## src/core/wdep_cfg.svh

```systemverilog
// constants for the watchdog unit with init-end write protection
// Behaviour
// - 16-bit up-counter; user reload in normal mode, fixed reload otherwise.
// - counter ticks at system clock divided by 256 or 16384.
// - main control changes need password write then modify write.
// - gap between password and modify write is timed; overlong gap fails.
// - wrong password or wrong guard bits flag access error, start reset.
// - counter overflow before service flags overflow error, start reset.
// - disabling stops only service need; access checks and lock monitor stay.
// - two watchdog resets without proper access between hold reset until power-on.
// - error raises NMI request first, system reset after fixed delay.
// - protection line follows lock bit; writes need lock 0 and supervisor.
// - blocked protected write gives bus error, register unchanged.
// - clearing the lock bit starts a time-out sequence.
// - time-out expiry before lock set back to 1 resets the system.
// - clock control, vector bases, stack pointer, secondary control are protected.
// - secondary control values act only once lock is set back to 1.
// - after reset start in time-out mode with slow clock division.
// - successful password write enters time-out mode.
// - proper time-out exit goes normal if disable request 0, else disabled.
// - valid service in normal mode reloads user start value.
`ifndef WDEP_CFG_SVH
`define WDEP_CFG_SVH

// ---------------------------------------------------------------
// register byte offsets
// ---------------------------------------------------------------
`define WD_OFF_CON0       8'h00
`define WD_OFF_CON1       8'h04
`define WD_OFF_STATUS     8'h08
`define WD_OFF_CLKCTL     8'h10
`define WD_OFF_TRAPVEC    8'h14
`define WD_OFF_INTVEC     8'h18
`define WD_OFF_ISTACK     8'h1C

// ---------------------------------------------------------------
// field positions
// ---------------------------------------------------------------
`define WD_C0_LOCK        0
`define WD_C0_GUARD       1
`define WD_C0_PW_LO       8
`define WD_C0_PW_HI       15
`define WD_C0_REL_LO      16
`define WD_C0_REL_HI      31
`define WD_C1_FAST        2
`define WD_C1_DIS         3
`define WD_SR_AE          0
`define WD_SR_OE          1
`define WD_SR_FAST        2
`define WD_SR_DS          3
`define WD_SR_TO          4
`define WD_SR_PR          5
`define WD_SR_CNT_LO      16

// ---------------------------------------------------------------
// reset values and fixed codes
// ---------------------------------------------------------------
`define WD_PASSWORD       8'h5A
`define WD_TO_RELOAD      16'hFFFC
`define WD_REL_RESET      16'hFFFC
`define WD_PROT_RESET     32'h0000_0000

// ---------------------------------------------------------------
// timing
// ---------------------------------------------------------------
`define WD_DIV_FAST       256
`define WD_DIV_SLOW       16384
`define WD_CLK_PERIOD_NS  10
`define WD_ACCESS_GAP_NS  5000
`define WD_ACCESS_GAP_CYC (`WD_ACCESS_GAP_NS / `WD_CLK_PERIOD_NS)
`define WD_PREWARN_NS     81920
`define WD_PREWARN_CYC    (`WD_PREWARN_NS / `WD_CLK_PERIOD_NS)
`define WD_RST_PULSE_CYC  16

`endif

```

## src/core/wdep_pkg.sv

```systemverilog
// types shared by the watchdog unit files
package wdep_pkg;

   // operating modes of the watchdog
   typedef enum logic [1:0] {
      MD_TIMEOUT,
      MD_NORMAL,
      MD_DISABLED,
      MD_PREWARN
   } wdep_mode_t;

endpackage

```

## src/core/wdep_watchdog_unit.sv

```systemverilog
// watchdog unit with init-end lock, protected registers and wishbone slave
//
// Local design decisions: the Wishbone register port and the placing of the registers.
`timescale 1ns/100ps
`include "wdep_cfg.svh"
module wdep_watchdog_unit #(
   parameter int PREWARN_CYCLES = `WD_PREWARN_CYC
) (
   input  wire logic        clk_i,
   input  wire logic        rst_i,
   input  wire logic        por_i,
   input  wire logic        supervisor_i,
   input  wire logic        wb_cyc_i,
   input  wire logic        wb_stb_i,
   input  wire logic        wb_we_i,
   input  wire logic [7:0]  wb_adr_i,
   input  wire logic [3:0]  wb_sel_i,
   input  wire logic [31:0] wb_dat_i,
   output logic      [31:0] wb_dat_o,
   output logic             wb_ack_o,
   output logic             wb_err_o,
   output logic             init_end_lock_bit_o,
   output logic             prewarn_nmi_request_o,
   output logic             sys_reset_o,
   output logic             reset_hold_o,
   output logic      [31:0] clk_ctl_o,
   output logic      [31:0] trap_vector_base_o,
   output logic      [31:0] interrupt_vector_base_o,
   output logic      [31:0] interrupt_stack_pointer_o
);
   import wdep_pkg::*;

   localparam logic [15:0] GAP_LAST  = 16'(`WD_ACCESS_GAP_CYC - 1);
   localparam logic [15:0] PRE_LAST  = 16'(PREWARN_CYCLES - 1);
   localparam logic [4:0]  RST_LAST  = 5'(`WD_RST_PULSE_CYC - 1);

   wdep_mode_t  mode;
   wdep_mode_t  next_mode;
   logic        con0_open;
   logic [15:0] gap_cnt;
   logic [15:0] user_reload;
   logic        c1_fast_req;
   logic        c1_dis_req;
   logic        fast_act;
   logic        acc_err;
   logic        ovf_err;
   logic [15:0] pre_cnt;
   logic        rst_issued;
   logic        dbl_armed;
   logic [4:0]  rst_cnt;
   wire  [15:0] wd_count;
   wire         wd_ovf;

   // ---------------------------------------------------------------
   // bus request decode
   // ---------------------------------------------------------------
   wire        req     = wb_cyc_i && wb_stb_i && !wb_ack_o && !wb_err_o;
   wire [7:0]  adr_w   = {wb_adr_i[7:2], 2'b00};
   wire        wr      = req && wb_we_i;
   wire        hit_c0  = (adr_w == `WD_OFF_CON0);
   wire        hit_c1  = (adr_w == `WD_OFF_CON1);
   wire        hit_sr  = (adr_w == `WD_OFF_STATUS);
   wire        hit_clk = (adr_w == `WD_OFF_CLKCTL);
   wire        hit_tv  = (adr_w == `WD_OFF_TRAPVEC);
   wire        hit_iv  = (adr_w == `WD_OFF_INTVEC);
   wire        hit_is  = (adr_w == `WD_OFF_ISTACK);
   wire        hit_prot = hit_c1 || hit_clk || hit_tv || hit_iv || hit_is;
   // protected registers open only with lock clear and supervisor active
   wire        prot_open = !init_end_lock_bit_o && supervisor_i;
   wire        prot_wr   = wr && hit_prot && prot_open;
   wire        prot_bad  = wr && hit_prot && !prot_open;

   // byte lane mask for the plain registers
   wire [31:0] lane_mask;
   genvar gi;
   generate
      for (gi = 0; gi < 4; gi++) begin : g_lane
         assign lane_mask[gi*8 +: 8] = {8{wb_sel_i[gi]}};
      end
   endgenerate

   function automatic logic [31:0] merge(input logic [31:0] old_v,
                                         input logic [31:0] new_v,
                                         input logic [31:0] mask);
      merge = (old_v & ~mask) | (new_v & mask);
   endfunction

   // ---------------------------------------------------------------
   // password and guard checks on the main control register
   // ---------------------------------------------------------------
   // the password field is checked on both writes; guard bit must read
   // locked on the first write and unlocked on the second
   wire c0_wr    = wr && hit_c0;
   wire live     = (mode != MD_PREWARN);                   // prewarning cannot be altered
   wire pw_hit   = (wb_dat_i[`WD_C0_PW_HI:`WD_C0_PW_LO] == `WD_PASSWORD);
   wire pw_ok    = c0_wr && live && !con0_open && pw_hit && wb_dat_i[`WD_C0_GUARD];
   wire mod_ok   = c0_wr && live && con0_open && pw_hit && !wb_dat_i[`WD_C0_GUARD];
   wire new_lock = wb_dat_i[`WD_C0_LOCK];
   wire gap_exp  = con0_open && live && !c0_wr && (gap_cnt == GAP_LAST);
   wire acc_fail = (c0_wr && live && !pw_ok && !mod_ok) || gap_exp;
   wire ovf_fail = wd_ovf && ((mode == MD_TIMEOUT) || (mode == MD_NORMAL));
   wire err_evt  = acc_fail || ovf_fail;
   wire lock_set = mod_ok && new_lock;

   // ---------------------------------------------------------------
   // mode transitions
   // ---------------------------------------------------------------
   always_comb begin
      next_mode = mode;
      if (err_evt) begin
         next_mode = MD_PREWARN;
      end else if (pw_ok) begin
         next_mode = MD_TIMEOUT;
      end else if (lock_set) begin
         next_mode = c1_dis_req ? MD_DISABLED : MD_NORMAL;
      end else if (mod_ok) begin
         next_mode = MD_TIMEOUT;
      end
   end

   // counter reload on every mode change event
   wire        cnt_load = err_evt || pw_ok || mod_ok;
   wire        use_user = lock_set && !c1_dis_req;
   wire [15:0] load_val = use_user ? wb_dat_i[`WD_C0_REL_HI:`WD_C0_REL_LO]
                                   : `WD_TO_RELOAD;
   // disabled mode only stops the count; checks above still run
   wire        cnt_run  = (mode != MD_DISABLED);

   wdep_wd_counter u_counter (
      .clk_i      (clk_i),
      .rst_i      (rst_i),
      .run_i      (cnt_run),
      .slow_i     (!fast_act),
      .load_i     (cnt_load),
      .load_val_i (load_val),
      .count_o    (wd_count),
      .ovf_o      (wd_ovf)
   );

   // mode register, time-out mode after system reset (rst_i); power-on alone leaves it
   always_ff @(posedge clk_i) begin
      if (rst_i) begin
         mode <= MD_TIMEOUT;
      end else begin
         mode <= next_mode;
      end
   end

   // unlock window and gap timer between the two writes
   always_ff @(posedge clk_i) begin
      if (rst_i || err_evt || mod_ok) begin
         con0_open <= 1'b0;
         gap_cnt   <= 16'h0000;
      end else if (pw_ok) begin
         con0_open <= 1'b1;
         gap_cnt   <= 16'h0000;
      end else if (con0_open) begin
         gap_cnt   <= gap_cnt + 16'h0001;
      end
   end

   // lock bit and user reload, written only by a modify access
   always_ff @(posedge clk_i) begin
      if (rst_i) begin
         init_end_lock_bit_o <= 1'b0;
         user_reload         <= `WD_REL_RESET;
      end else if (mod_ok) begin
         init_end_lock_bit_o <= new_lock;
         user_reload         <= wb_dat_i[`WD_C0_REL_HI:`WD_C0_REL_LO];
      end
   end

   // secondary control requests; rate takes effect only at lock set
   always_ff @(posedge clk_i) begin
      if (rst_i) begin
         c1_fast_req <= 1'b0;
         c1_dis_req  <= 1'b0;
         fast_act    <= 1'b0;
      end else begin
         if (prot_wr && hit_c1 && wb_sel_i[0]) begin
            c1_fast_req <= wb_dat_i[`WD_C1_FAST];
            c1_dis_req  <= wb_dat_i[`WD_C1_DIS];
         end
         if (lock_set) begin
            fast_act <= c1_fast_req;
         end
      end
   end

   // sticky error flags, cleared only by reset
   always_ff @(posedge clk_i) begin
      if (rst_i) begin
         acc_err <= 1'b0;
         ovf_err <= 1'b0;
      end else begin
         acc_err <= acc_err || acc_fail;
         ovf_err <= ovf_err || ovf_fail;
      end
   end

   // ---------------------------------------------------------------
   // prewarning: nmi first, reset request after fixed delay
   // ---------------------------------------------------------------
   wire issue_rst = (mode == MD_PREWARN) && !rst_issued && (pre_cnt == PRE_LAST);

   always_ff @(posedge clk_i) begin
      if (rst_i) begin
         prewarn_nmi_request_o <= 1'b0;
         pre_cnt               <= 16'h0000;
         rst_issued            <= 1'b0;
      end else begin
         prewarn_nmi_request_o <= prewarn_nmi_request_o || err_evt;
         if (mode == MD_PREWARN && !rst_issued) begin
            pre_cnt <= pre_cnt + 16'h0001;
         end
         rst_issued <= rst_issued || issue_rst;
      end
   end

   // reset pulse and double-reset hold survive system reset, cleared by power-on
   always_ff @(posedge clk_i) begin
      if (por_i) begin
         dbl_armed    <= 1'b0;
         reset_hold_o <= 1'b0;
         sys_reset_o  <= 1'b0;
         rst_cnt      <= 5'h00;
      end else if (issue_rst) begin
         dbl_armed    <= 1'b1;
         reset_hold_o <= reset_hold_o || dbl_armed;
         sys_reset_o  <= 1'b1;
         rst_cnt      <= 5'h00;
      end else begin
         if (mod_ok) begin
            dbl_armed <= 1'b0;
         end
         if (sys_reset_o && !reset_hold_o) begin
            rst_cnt     <= rst_cnt + 5'h01;
            sys_reset_o <= (rst_cnt != RST_LAST);
         end
      end
   end

   // ---------------------------------------------------------------
   // protected registers outside the watchdog
   // ---------------------------------------------------------------
   always_ff @(posedge clk_i) begin
      if (rst_i) begin
         clk_ctl_o                 <= `WD_PROT_RESET;
         trap_vector_base_o        <= `WD_PROT_RESET;
         interrupt_vector_base_o   <= `WD_PROT_RESET;
         interrupt_stack_pointer_o <= `WD_PROT_RESET;
      end else if (prot_wr) begin
         if (hit_clk) clk_ctl_o <= merge(clk_ctl_o, wb_dat_i, lane_mask);
         if (hit_tv)  trap_vector_base_o <= merge(trap_vector_base_o, wb_dat_i, lane_mask);
         if (hit_iv)  interrupt_vector_base_o <= merge(interrupt_vector_base_o, wb_dat_i, lane_mask);
         if (hit_is)  interrupt_stack_pointer_o <= merge(interrupt_stack_pointer_o, wb_dat_i, lane_mask);
      end
   end

   // ---------------------------------------------------------------
   // read mux and bus answer
   // ---------------------------------------------------------------
   wire [31:0] rd_c0 = {user_reload, 8'h00, 6'h00, !con0_open, init_end_lock_bit_o};
   wire [31:0] rd_c1 = {28'h0000000, c1_dis_req, c1_fast_req, 2'b00};
   wire [31:0] rd_sr = {wd_count, 10'h000, (mode == MD_PREWARN), (mode == MD_TIMEOUT),
                        (mode == MD_DISABLED), fast_act, ovf_err, acc_err};
   wire [31:0] rd_mux = hit_c0  ? rd_c0 :
                        hit_c1  ? rd_c1 :
                        hit_sr  ? rd_sr :
                        hit_clk ? clk_ctl_o :
                        hit_tv  ? trap_vector_base_o :
                        hit_iv  ? interrupt_vector_base_o :
                        hit_is  ? interrupt_stack_pointer_o : 32'h0000_0000;

   // one wait state; unmapped reads give zero, unmapped writes are dropped
   always_ff @(posedge clk_i) begin
      if (rst_i) begin
         wb_ack_o <= 1'b0;
         wb_err_o <= 1'b0;
         wb_dat_o <= 32'h0000_0000;
      end else begin
         wb_ack_o <= req && !prot_bad;
         wb_err_o <= prot_bad;
         wb_dat_o <= (req && !wb_we_i) ? rd_mux : 32'h0000_0000;
      end
   end
endmodule

```

## src/core/wdep_wd_counter.sv

```systemverilog
// prescaled 16-bit watchdog up-counter
`timescale 1ns/100ps
`include "wdep_cfg.svh"
module wdep_wd_counter (
   input  wire logic        clk_i,
   input  wire logic        rst_i,
   input  wire logic        run_i,
   input  wire logic        slow_i,
   input  wire logic        load_i,
   input  wire logic [15:0] load_val_i,
   output logic      [15:0] count_o,
   output logic             ovf_o
);
   import wdep_pkg::*;

   localparam logic [13:0] PRE_FAST_MAX = 14'(`WD_DIV_FAST - 1);
   localparam logic [13:0] PRE_SLOW_MAX = 14'(`WD_DIV_SLOW - 1);

   logic [13:0] pre_cnt;
   wire  [13:0] pre_end;
   wire         tick;

   // ---------------------------------------------------------------
   // prescaler end select
   // ---------------------------------------------------------------
   // >= so a switch to the fast rate mid-period cannot skip a wrap
   assign pre_end = slow_i ? PRE_SLOW_MAX : PRE_FAST_MAX;
   assign tick    = run_i && (pre_cnt >= pre_end);

   // prescaler, restarted on every reload
   always_ff @(posedge clk_i) begin
      if (rst_i || load_i || tick) begin
         pre_cnt <= 14'h0000;
      end else if (run_i) begin
         pre_cnt <= pre_cnt + 14'h0001;
      end
   end

   // counter starts from the fixed time-out value after reset
   always_ff @(posedge clk_i) begin
      if (rst_i) begin
         count_o <= `WD_TO_RELOAD;
      end else if (load_i) begin
         count_o <= load_val_i;
      end else if (tick) begin
         count_o <= count_o + 16'h0001;
      end
   end

   // one-cycle overflow pulse on wrap from all ones
   always_ff @(posedge clk_i) begin
      if (rst_i || load_i) begin
         ovf_o <= 1'b0;
      end else begin
         ovf_o <= tick && (count_o == 16'hFFFF);
      end
   end

endmodule

```

## config.mk

```make
export PLATFORM = sky130hd
export DESIGN_NAME = wdep_watchdog_unit
export DESIGN_NICKNAME = d
export VERILOG_FILES = /design/src/core/wdep_pkg.sv /design/src/core/wdep_watchdog_unit.sv /design/src/core/wdep_wd_counter.sv
export VERILOG_INCLUDE_DIRS = /design/src /design/src/core
export SDC_FILE = /design/constraint.sdc
export NUM_CORES = 1
export LEC_CHECK = 0
export ABC_AREA = 1
export ABC_CLOCK_PERIOD_IN_PS = 4300
export BUFFER_PORTS_ARGS = -buffer_cell sky130_fd_sc_hd__buf_2
export CAP_MARGIN = 20
export CORE_MARGIN = 10
export CORE_UTILIZATION = 60
export CTS_CLUSTER_DIAMETER = 40
export DETAILED_ROUTE_END_ITERATION = 16
export GPL_TIMING_DRIVEN = 0
export PLACE_DENSITY = 0.85
export REMOVE_ABC_BUFFERS = 1
export SYNTH_ARGS = -nofsm -noshare
export SYNTH_HDL_FRONTEND = slang
export SYNTH_SLANG_ARGS = --single-unit
```

## constraint.sdc

```tcl
create_clock -name clk_i -period 4.3 [get_ports clk_i]
set_clock_uncertainty 0.05 [all_clocks]
set_input_delay 0.645 -clock clk_i [delete_from_list [all_inputs] [get_ports clk_i]]
set_output_delay 0.645 -clock clk_i [all_outputs]
set_load 0.005 [all_outputs]
```

**Word-level counts from Yosys, hierarchy flattened**

Cells that the tools add are included.

- $lt $le $gt $ge: 1
- Bitwise logic cells: 11
- Equal/unequal tests: 16
- Reductions and logical operators: 81
- $add $sub $neg: 5
- Muxes and demuxes: 20

Operators with widths:

| operator | count |
|---|---|
| 2-to-1 mux 32 bit | 7 |
| AND 32 bit | 5 |
| bitwise OR 32 bit | 4 |
| adder 16 x 1 -> 16 bit, second input constant | 3 |
| 2-to-1 mux 16 bit | 3 |
| logical AND 1 bit | 33 |
| NOT 32 bit | 1 |
| equality test 6 x 3 -> 1 bit, second input constant | 4 |
| logical OR 1 bit | 18 |
| equality test 16 x 13 -> 1 bit, second input constant | 1 |
| equality test 16 bit, second input constant | 1 |
| equality test 16 x 9 -> 1 bit, second input constant | 1 |
| adder 14 x 1 -> 14 bit, second input constant | 1 |
| >= comparator 14 bit | 1 |
| zero test 1 bit | 14 |
| 2-to-1 mux 14 bit | 1 |
| 2-to-1 mux 2 bit | 5 |
| equality test 8 x 7 -> 1 bit, second input constant | 1 |
| zero test 8 bit | 1 |
| AND reduction 2 bit | 4 |
| equality test 6 x 1 -> 1 bit, second input constant | 1 |
| equality test 6 x 2 -> 1 bit, second input constant | 1 |
| nonzero test 2 bit | 3 |
| OR reduction 2 bit | 3 |
| 12 further kinds | 17 |

- Flip-flop bits (word level): 260
- Output and inout bits: 166
- Word-level logic and storage cells: 164

**Depth between registers and ports, before layout**

Gate-level depths: netlist (run 1).

- Depth after elaboration: 18
- Depth in mapped cells: 13
- Gate-level depth less buffers: 12

**Modules after synthesis**

From an unflattened synthesis (run 1), not the netlist that was laid out.

- Cell total of the unflattened synthesis: 1922
- Area total of the unflattened synthesis: 12578.3 µm²

Modules (own cells, without submodules):

| module | seq. area each (µm²) | area each (µm²) | cells each | instances |
|---|---|---|---|---|
| wdep_watchdog_unit | 4584.4 | 10510.1 | 1597 | 1 |
| wdep_wd_counter | 620.6 | 2068.2 | 325 | 1 |

**Worst setup path before layout (run 1)**

Ideal clock, no wire load.

- Path type: input-to-reg
- Start: input port wb_cyc_i
- End: register u_counter.count_o[10]
- Arrival: 1.808 ns
- Slack: 2.308 ns
- Setup time: 0.134 ns
- Cell stages on the path: 11
- Required time: 4.116 ns
- Cells stage by stage: nand2_1 -> inv_1 -> nand2_1 -> nor2_4 -> nand3_2 -> nor2_2 -> nand2_2 -> nor2_4 -> nand2_1 -> nand3_1 -> nand3_1

- Longest elaborated chain between the ends: 17
- Elaborated cells on any way between the ends: 28
- Classes of those cells: 2 x mux; 26 x reduce/logical

RTL lines:

| element | line | source |
|---|---|---|
| start: declaration | wdep_watchdog_unit.sv:13 | `input wire logic wb_cyc_i,` |
| logical AND 1 bit * (3 in series) | wdep_watchdog_unit.sv:57 | `wire req = wb_cyc_i && wb_stb_i && !wb_ack_o && !wb_err_o;` |
| logical AND 1 bit * | wdep_watchdog_unit.sv:59 | `wire wr = req && wb_we_i;` |
| logical AND 1 bit * | wdep_watchdog_unit.sv:93 | `wire c0_wr = wr && hit_c0;` |
| logical AND 1 bit | wdep_watchdog_unit.sv:96, wdep_watchdog_unit.sv:97, wdep_watchdog_unit.sv:100 |  |
| logical AND 1 bit (3 in series) | wdep_watchdog_unit.sv:96 | `` wire pw_ok = c0_wr && live && !con0_open && pw_hit && wb_dat_i[`WD_C0_GUARD]; `` |
| zero test 1 bit | wdep_watchdog_unit.sv:100 | `wire acc_fail = (c0_wr && live && !pw_ok && !mod_ok) \|\| gap_exp;` |
| logical AND 1 bit (2 in series) | wdep_watchdog_unit.sv:100 |  |
| logical OR 1 bit | wdep_watchdog_unit.sv:100 |  |
| logical OR 1 bit | wdep_watchdog_unit.sv:102 | `wire err_evt = acc_fail \|\| ovf_fail;` |
| logical OR 1 bit (2 in series) | wdep_watchdog_unit.sv:122 | `wire cnt_load = err_evt \|\| pw_ok \|\| mod_ok;` |
| 2-to-1 mux 16 bit / nonzero test 2 bit (equally long branches) | -- |  |
| end signal: assignment | wdep_wd_counter.sv:42 | `` count_o <= `WD_TO_RELOAD; `` |
| end signal: assignment | wdep_wd_counter.sv:44 | `count_o <= load_val_i;` |
| end signal: assignment | wdep_wd_counter.sv:46 | `count_o <= count_o + 16'h0001;` |
| end: declaration | wdep_wd_counter.sv:11 | `output logic [15:0] count_o,` |

Mark *: on every way between the ends. The rest lies on a longest branch, timed or not.
A chain may end at the register's enable or synchronous reset.

==> out/results.tsv, run 1 <==
metric	value	unit
outcome	finished, final reports clean	
layout filler cell count	1464	
initial antenna violation count	6	
Post-Route WL	36700	um
Max Buffers Root-to-Sink	3	
fraction of layout instances using a drive strength above 1	19.5	%
CTS resizes	0	
Async SR Flop Fraction	0	%
CP startpoint kind	primary input	
Slew Limit Fails	0	
Post-DRT Antenna Nets	0	
insertion delay to the later sink of the worst-skew pair	0.52	ns
Pre-Repair DR Iteration Count	6	
Slew Limit Headroom	27.2	%
Critical Path End Type	flip-flop	
gpl congestion	0.944	
Leakage	6.26	nW
crit path time final	3.01	ns
CTS buffer count	36	
via/cell ratio	5.74	
worst r2r path cells	9	
first-pass GRT wire length	57500	um
syn_area_per_cell	7.29	sq um
total number of vias	11700	
Peak VDD IR	320	uV
Hold Path Cell Cnt	2	
Die Wd	158	um
Core Area	0.0188	sq mm
reg-to-reg critical path startpoint	wb_ack_o$_SDFF_PP0_	
# IOs	217	
drt initial violations	1157	
Cell Rows	50	
#FFs+latches synth	260	
number of enable flip-flop cells after synthesis	0	
Initial Utilization	61.3	%
prevailing post-synth register cell	dfxtp_1	
critical path data arrival time	3.38	ns
H-tree depth	2	
IO Port Bufs	214	
Max Fclk	0.332	GHz
hold path startpoint	por_i	
RSZ-0062 raised after global routing	no	
final setup margin	1.29	ns
fin crit share	70.0	%
Routed WL per cell	17.9	um
reg-to-reg slack, setup	1.56	ns
Core Util, Final	74.4	%
Netlist cell types	43	
most frequent cells in the layout	nor2_1 (331), nand2_1 (301), dfxtp_1 (260)	
Crit Path Category	in -> reg	
Die Area	0.0251	sq mm
hpwl dp	26100	um
Synth warnings	0	
Fin. Hold Viols	0	
Place WS	0.810	ns
Hold Buf Count CTS	0	
Hold Path End	sys_reset_o$_SDFFE_PP0P_	
gr ovfl total	0	
Layout Nets	1845	
Clock Pin Slew Worst Setup and Hold Paths	0.06	ns
Worst Tran Pin Value	1.09	ns
Total Power	5.53	mW
Layout Area Growth over Synthesis	21.4	%
reg-to-reg endpoint	wb_dat_o[10]$_SDFF_PP0_	
TritonCTS clock tree	done	
register area share after synthesis	45.2	%
Max Cap Viol	0	
vias in the first global route	11100	
Finish-stage setup viols	0	
Fin Setup TNS	0	ns
WP data required	4.67	ns
worst min-delay path category	in -> reg	
Syn Std Cell Area	0.0115	sq mm
Cells after Synth	1579	
most common cell after layout, fill and taps aside	nor2_1	
TritonCTS Sinks	260	
CTS root buffer	clkbuf_16	
Tot GR Track Use	28.5	%
crit path max fanout	33	
Die H	158	um
DR DRC count	0	
largest net degree at the start of global routing	127	
post-CTS setup buffers	0	
pwr/cell area	396	mW/mm^2
==> per-stage QoR <==
| stage | instance area [sq um] | hold WS [ns] | cells |
|---|---|---|---|
| after detailed placement | 12700 | 0.388 | 1978 |
| after global placement | 12600 | 0.386 | 1973 |
| after global routing | 14000 | 0.279 | 2046 |
| final | 14000 | 0.270 | 2048 |
| after CTS | 13900 | 0.263 | 2043 |
| after floorplan | 11300 | 0.371 | 1525 |
==> metal layers <==
metal	vias up	GRT usage (%)	part of all wire, %
met5	-	0	0.046
met2	624	46.4	46
li1	5607	-	-
met3	128	7.37	11
met4	2	13.4	4.2
met1	5386	34.5	39
==> worst max-delay path: stages <==
cell and delay (ns):
buf_2 0.13, inv_1 0.06, nand2_1 0.05, nor2_1 0.14, nand2_1 0.14, nor2_4 0.84
nand4_4 0.43, nor2_2 0.49, inv_1 0.24, nor2_1 0.15, nor2_1 0.06
==> cell usage after synthesis, types with 3 or more instances <==
cell type  count  area (sq um)
nor2_1       332          1250
nand2_1      301          1130
dfxtp_1      260          5200
o21ai_0      170           851
inv_1        102           383
a21oi_1       80           400
nand3_1       53           265
nand4_1       38           238
clkbuf_1      35           131
o211ai_1      26           195
xor2_1        25           219
nor3_1        20           100
nor2_4        17           191
nand2_2       15          93.8
a41oi_1       12           105
ha_1          12           150
xnor2_1       11          96.3
buf_2         10          50.1
clkinv_2       8          40.0
inv_2          7          26.3
nor2_2         6          37.5
buf_4          5          37.5
nand2_4        3          33.8
nor3_2         3          30.0
or2_2          3          18.8
==> worst max path at each step <==
| stage | cells after the start | start | endpoint | slack [ns] |
|---|---|---|---|---|
| after detailed placement | 11 | wb_adr_i[6] | flip-flop | 0.81 |
| after global placement | 4 | rst_i | u_counter.ovf_o$_SDFF_PP0_ | -2.11 |
| final | 11 | wb_adr_i[6] | flip-flop | 1.29 |
| after global routing | 11 | wb_adr_i[5] | flip-flop | 1.08 |
| after floorplan | 3 | rst_i | u_counter.count_o[0]$_SDFFE_PP0P_ | 0.64 |
| after CTS | 11 | wb_adr_i[6] | flip-flop | 1.34 |
==> final cells by class <==
cell class / count / area (sq um) / area share [%]
Antenna cell: 5 / 12.5 / 0.0896
Inverter: 119 / 462 / 3.31
Sequential cell: 260 / 5200 / 37.3
Tap cell: 234 / 293 / 2.10
Clock buffer: 43 / 990 / 7.09
Timing Repair Buffer: 219 / 1180 / 8.45
Multi-Input combinational cell: 1146 / 5600 / 40.1
Clock inverter: 22 / 219 / 1.57
==> kinds of logic after synthesis <==
group / share of synthesized area, %
DFF: 45.2
AOI/OAI and AO/OA: 13.9
and+or+nand+nor: 30.6
xor gates and xnor gates: 2.74
adders and majority gates: 1.31
buffers and inverters: 6.13
==> where the power goes <==
group / leakage (nW) / total [mW] / internal (mW) / switching [mW]
combinational: 3.58 / 0.162 / 0.0454 / 0.117
sequential: 2.09 / 2.42 / 2.41 / 0.00298
clock: 0.586 / 2.96 / 1.80 / 1.16
(Power assumes the default switching activity.)
==> run 2, diff against run 1 <==
Settings changed: ABC_CLOCK_PERIOD_IN_PS 4300 to 2500, CORE_UTILIZATION 60 to 50, PLACE_DENSITY 0.85 to 0.76.
Clock period 4.3 ns to 2.5 ns, I/O delays scaled along.
==> run 2 against run 1 <==
- total power up 72%
- global-route usage fell by 2.7 points
- sequential power rose by 72%
- critical path type is now reg -> reg
- highest routed layer is now met4
- largest power group unchanged
- hold slack worse by 0.21 ns
==> out/results.tsv, run 2 (synthesis gave the netlist of run 1 again) <==
metric	value	unit
Cell Rows	55	
CTS root buffer	clkbuf_16	
Reg power frac	43.7	%
Clock Pin Slew Worst Setup and Hold Paths	0.06	ns
IO Port Bufs	214	
outcome	finished, final reports clean	
gpl congestion	0.921	
hpwl dp	26900	um
crit path time final	2.34	ns
Critical Path End Type	flip-flop	
Peak VDD IR	717	uV
Die Wd	172	um
Max Buffers Root-to-Sink	3	
CP top delay family	simple AND/OR/NAND/NOR gates	
layout filler cell count	1995	
Routed WL per cell	18.8	um
Int Pwr	7.36	mW
most frequent cells in the layout	nor2_1 (329), nand2_1 (301), dfxtp_1 (259)	
Slew Limit Headroom	26.8	%
DR DRC count	0	
# IOs	217	
crit path max fanout	15	
Slew Limit Fails	0	
Leakage	6.31	nW
Max Fclk	0.428	GHz
Core Util, Final	62.4	%
met2 WL	17900	um
Top Metal Used	met4	
CP startpoint kind	flip-flop	
Max Cap Viol	0	
slowest CP cell	dfxtp_1	
initial antenna violation count	0	
Crit Path Category	reg -> reg	
TritonCTS Sinks	260	
Fin. Hold Viols	0	
Tot GR Track Use	25.7	%
crit-path max cell delay	0.31	ns
gr ovfl total	0	
Place WS	-0.874	ns
first-pass GRT wire length	59800	um
Clk network pwr share	53.2	%
most common cell after layout, fill and taps aside	nor2_1	
Pre-Repair DR Iteration Count	6	
worst min-delay path category	in -> reg	
final setup margin	0.162	ns
pwr/cell area	673	mW/mm^2
Finish-stage setup viols	0	
diode count	0	
Die H	172	um
post-route cell area	0.0141	sq mm
Fin Setup TNS	0	ns
total number of vias	11700	
Post-DRT Antenna Nets	0	
RSZ-0062 raised after global routing	no	
CP Buf/Inv Count	3	
Layout Nets	1855	
crit-path cells	nor2_1, nand2_1, nor2_1, nand2_1, nor2_4, buf_8, inv_1, nor2_2, inv_1, a41oi_1	
reg-to-reg slack, setup	0.16	ns
P_sw	2.14	mW
critical path data arrival time	2.70	ns
Die Area	0.0295	sq mm
logic gate share of total power	3.0	%
via/cell ratio	5.56	
TritonCTS clock tree	done	
largest net degree at the start of global routing	117	
insertion delay to the later sink of the worst-skew pair	0.53	ns
fin crit share	93.5	%
fraction of layout instances using a drive strength above 1	19.9	%
Worst Tran Pin Value	1.10	ns
CTS buffer count	36	
WP data required	2.86	ns
drt initial violations	1277	
Initial Utilization	50.8	%
switch share	22.5	%
Layout Area Growth over Synthesis	22.8	%
DP Area	0.0128	sq mm
vias in the first global route	10800	
met3 wire len	4730	um
Post-Route WL	39500	um
H-tree depth	2	
Core Area	0.0226	sq mm
Met1 Routed Length	15500	um
run 2: worst min-delay path: stages:
cell and delay [ns]:
buf_2 0.10, nor2_1 0.04, nor2_1 0.08
run 2: routing by layer:
layer	global-route usage, %	up-vias
li1	-	5606
met1	32.8	5336
met2	41.3	634
met3	6.19	107
met4	9.64	0
met5	0	-
run 2: final timing paths:
path / cells after the start / to / startpoint
worst max-delay path: 10 / wb_dat_o[9]$_SDFF_PP0_ / wb_ack_o$_SDFF_PP0_
worst min-delay path: 3 / flip-flop / wb_dat_i[4]
worst max register to register: 10 / wb_dat_o[9]$_SDFF_PP0_ / wb_ack_o$_SDFF_PP0_
worst min register to register: 2 / ovf_err$_SDFF_PP0_ / ovf_err$_SDFF_PP0_
run 2: power by group through the flow:
| stage | clock network (mW) | registers, mW | logic [mW] |
|---|---|---|---|
| floorplan | 0 | 4.25 | 0.141 |
| global placement | 0 | 4.25 | 0.271 |
| detailed placement | 0 | 4.25 | 0.274 |
| CTS | 5.09 | 4.16 | 0.281 |
| global route | 5.28 | 4.16 | 0.314 |
| finish | 5.06 | 4.16 | 0.289 |
run 2: through the flow:
| step | hold WS [ns] | instances | total power [mW] |
|---|---|---|---|
| final | 0.0619 | 2103 | 9.50 |
| after global routing | 0.0819 | 2103 | 9.75 |
| after CTS | 0.0555 | 2098 | 9.53 |
| after detailed placement | 0.389 | 2029 | 4.52 |
| after global placement | 0.387 | 2024 | 4.52 |
| after floorplan | 0.371 | 1525 | 4.39 |
run 2: area by class of cell:
type	count	area [sq um]	share of cell area, %
multi-input combinational	1149	5660	40.0
clock buffer	47	993	7.03
clock inverter	17	191	1.36
timing repair buffer	226	1260	8.91
tap	285	357	2.52
inverter	119	462	3.27
sequential	260	5210	36.9
run 2: what timing repair did:
item,4_1_cts,5_1_grt
hold buffers,1,0
pin swaps,2,2
setup buffers,2,3
gates resized for setup,2,6
gates cloned,2,1
hold endpoints to repair,3,0
endpoints found under the setup margin,57,38
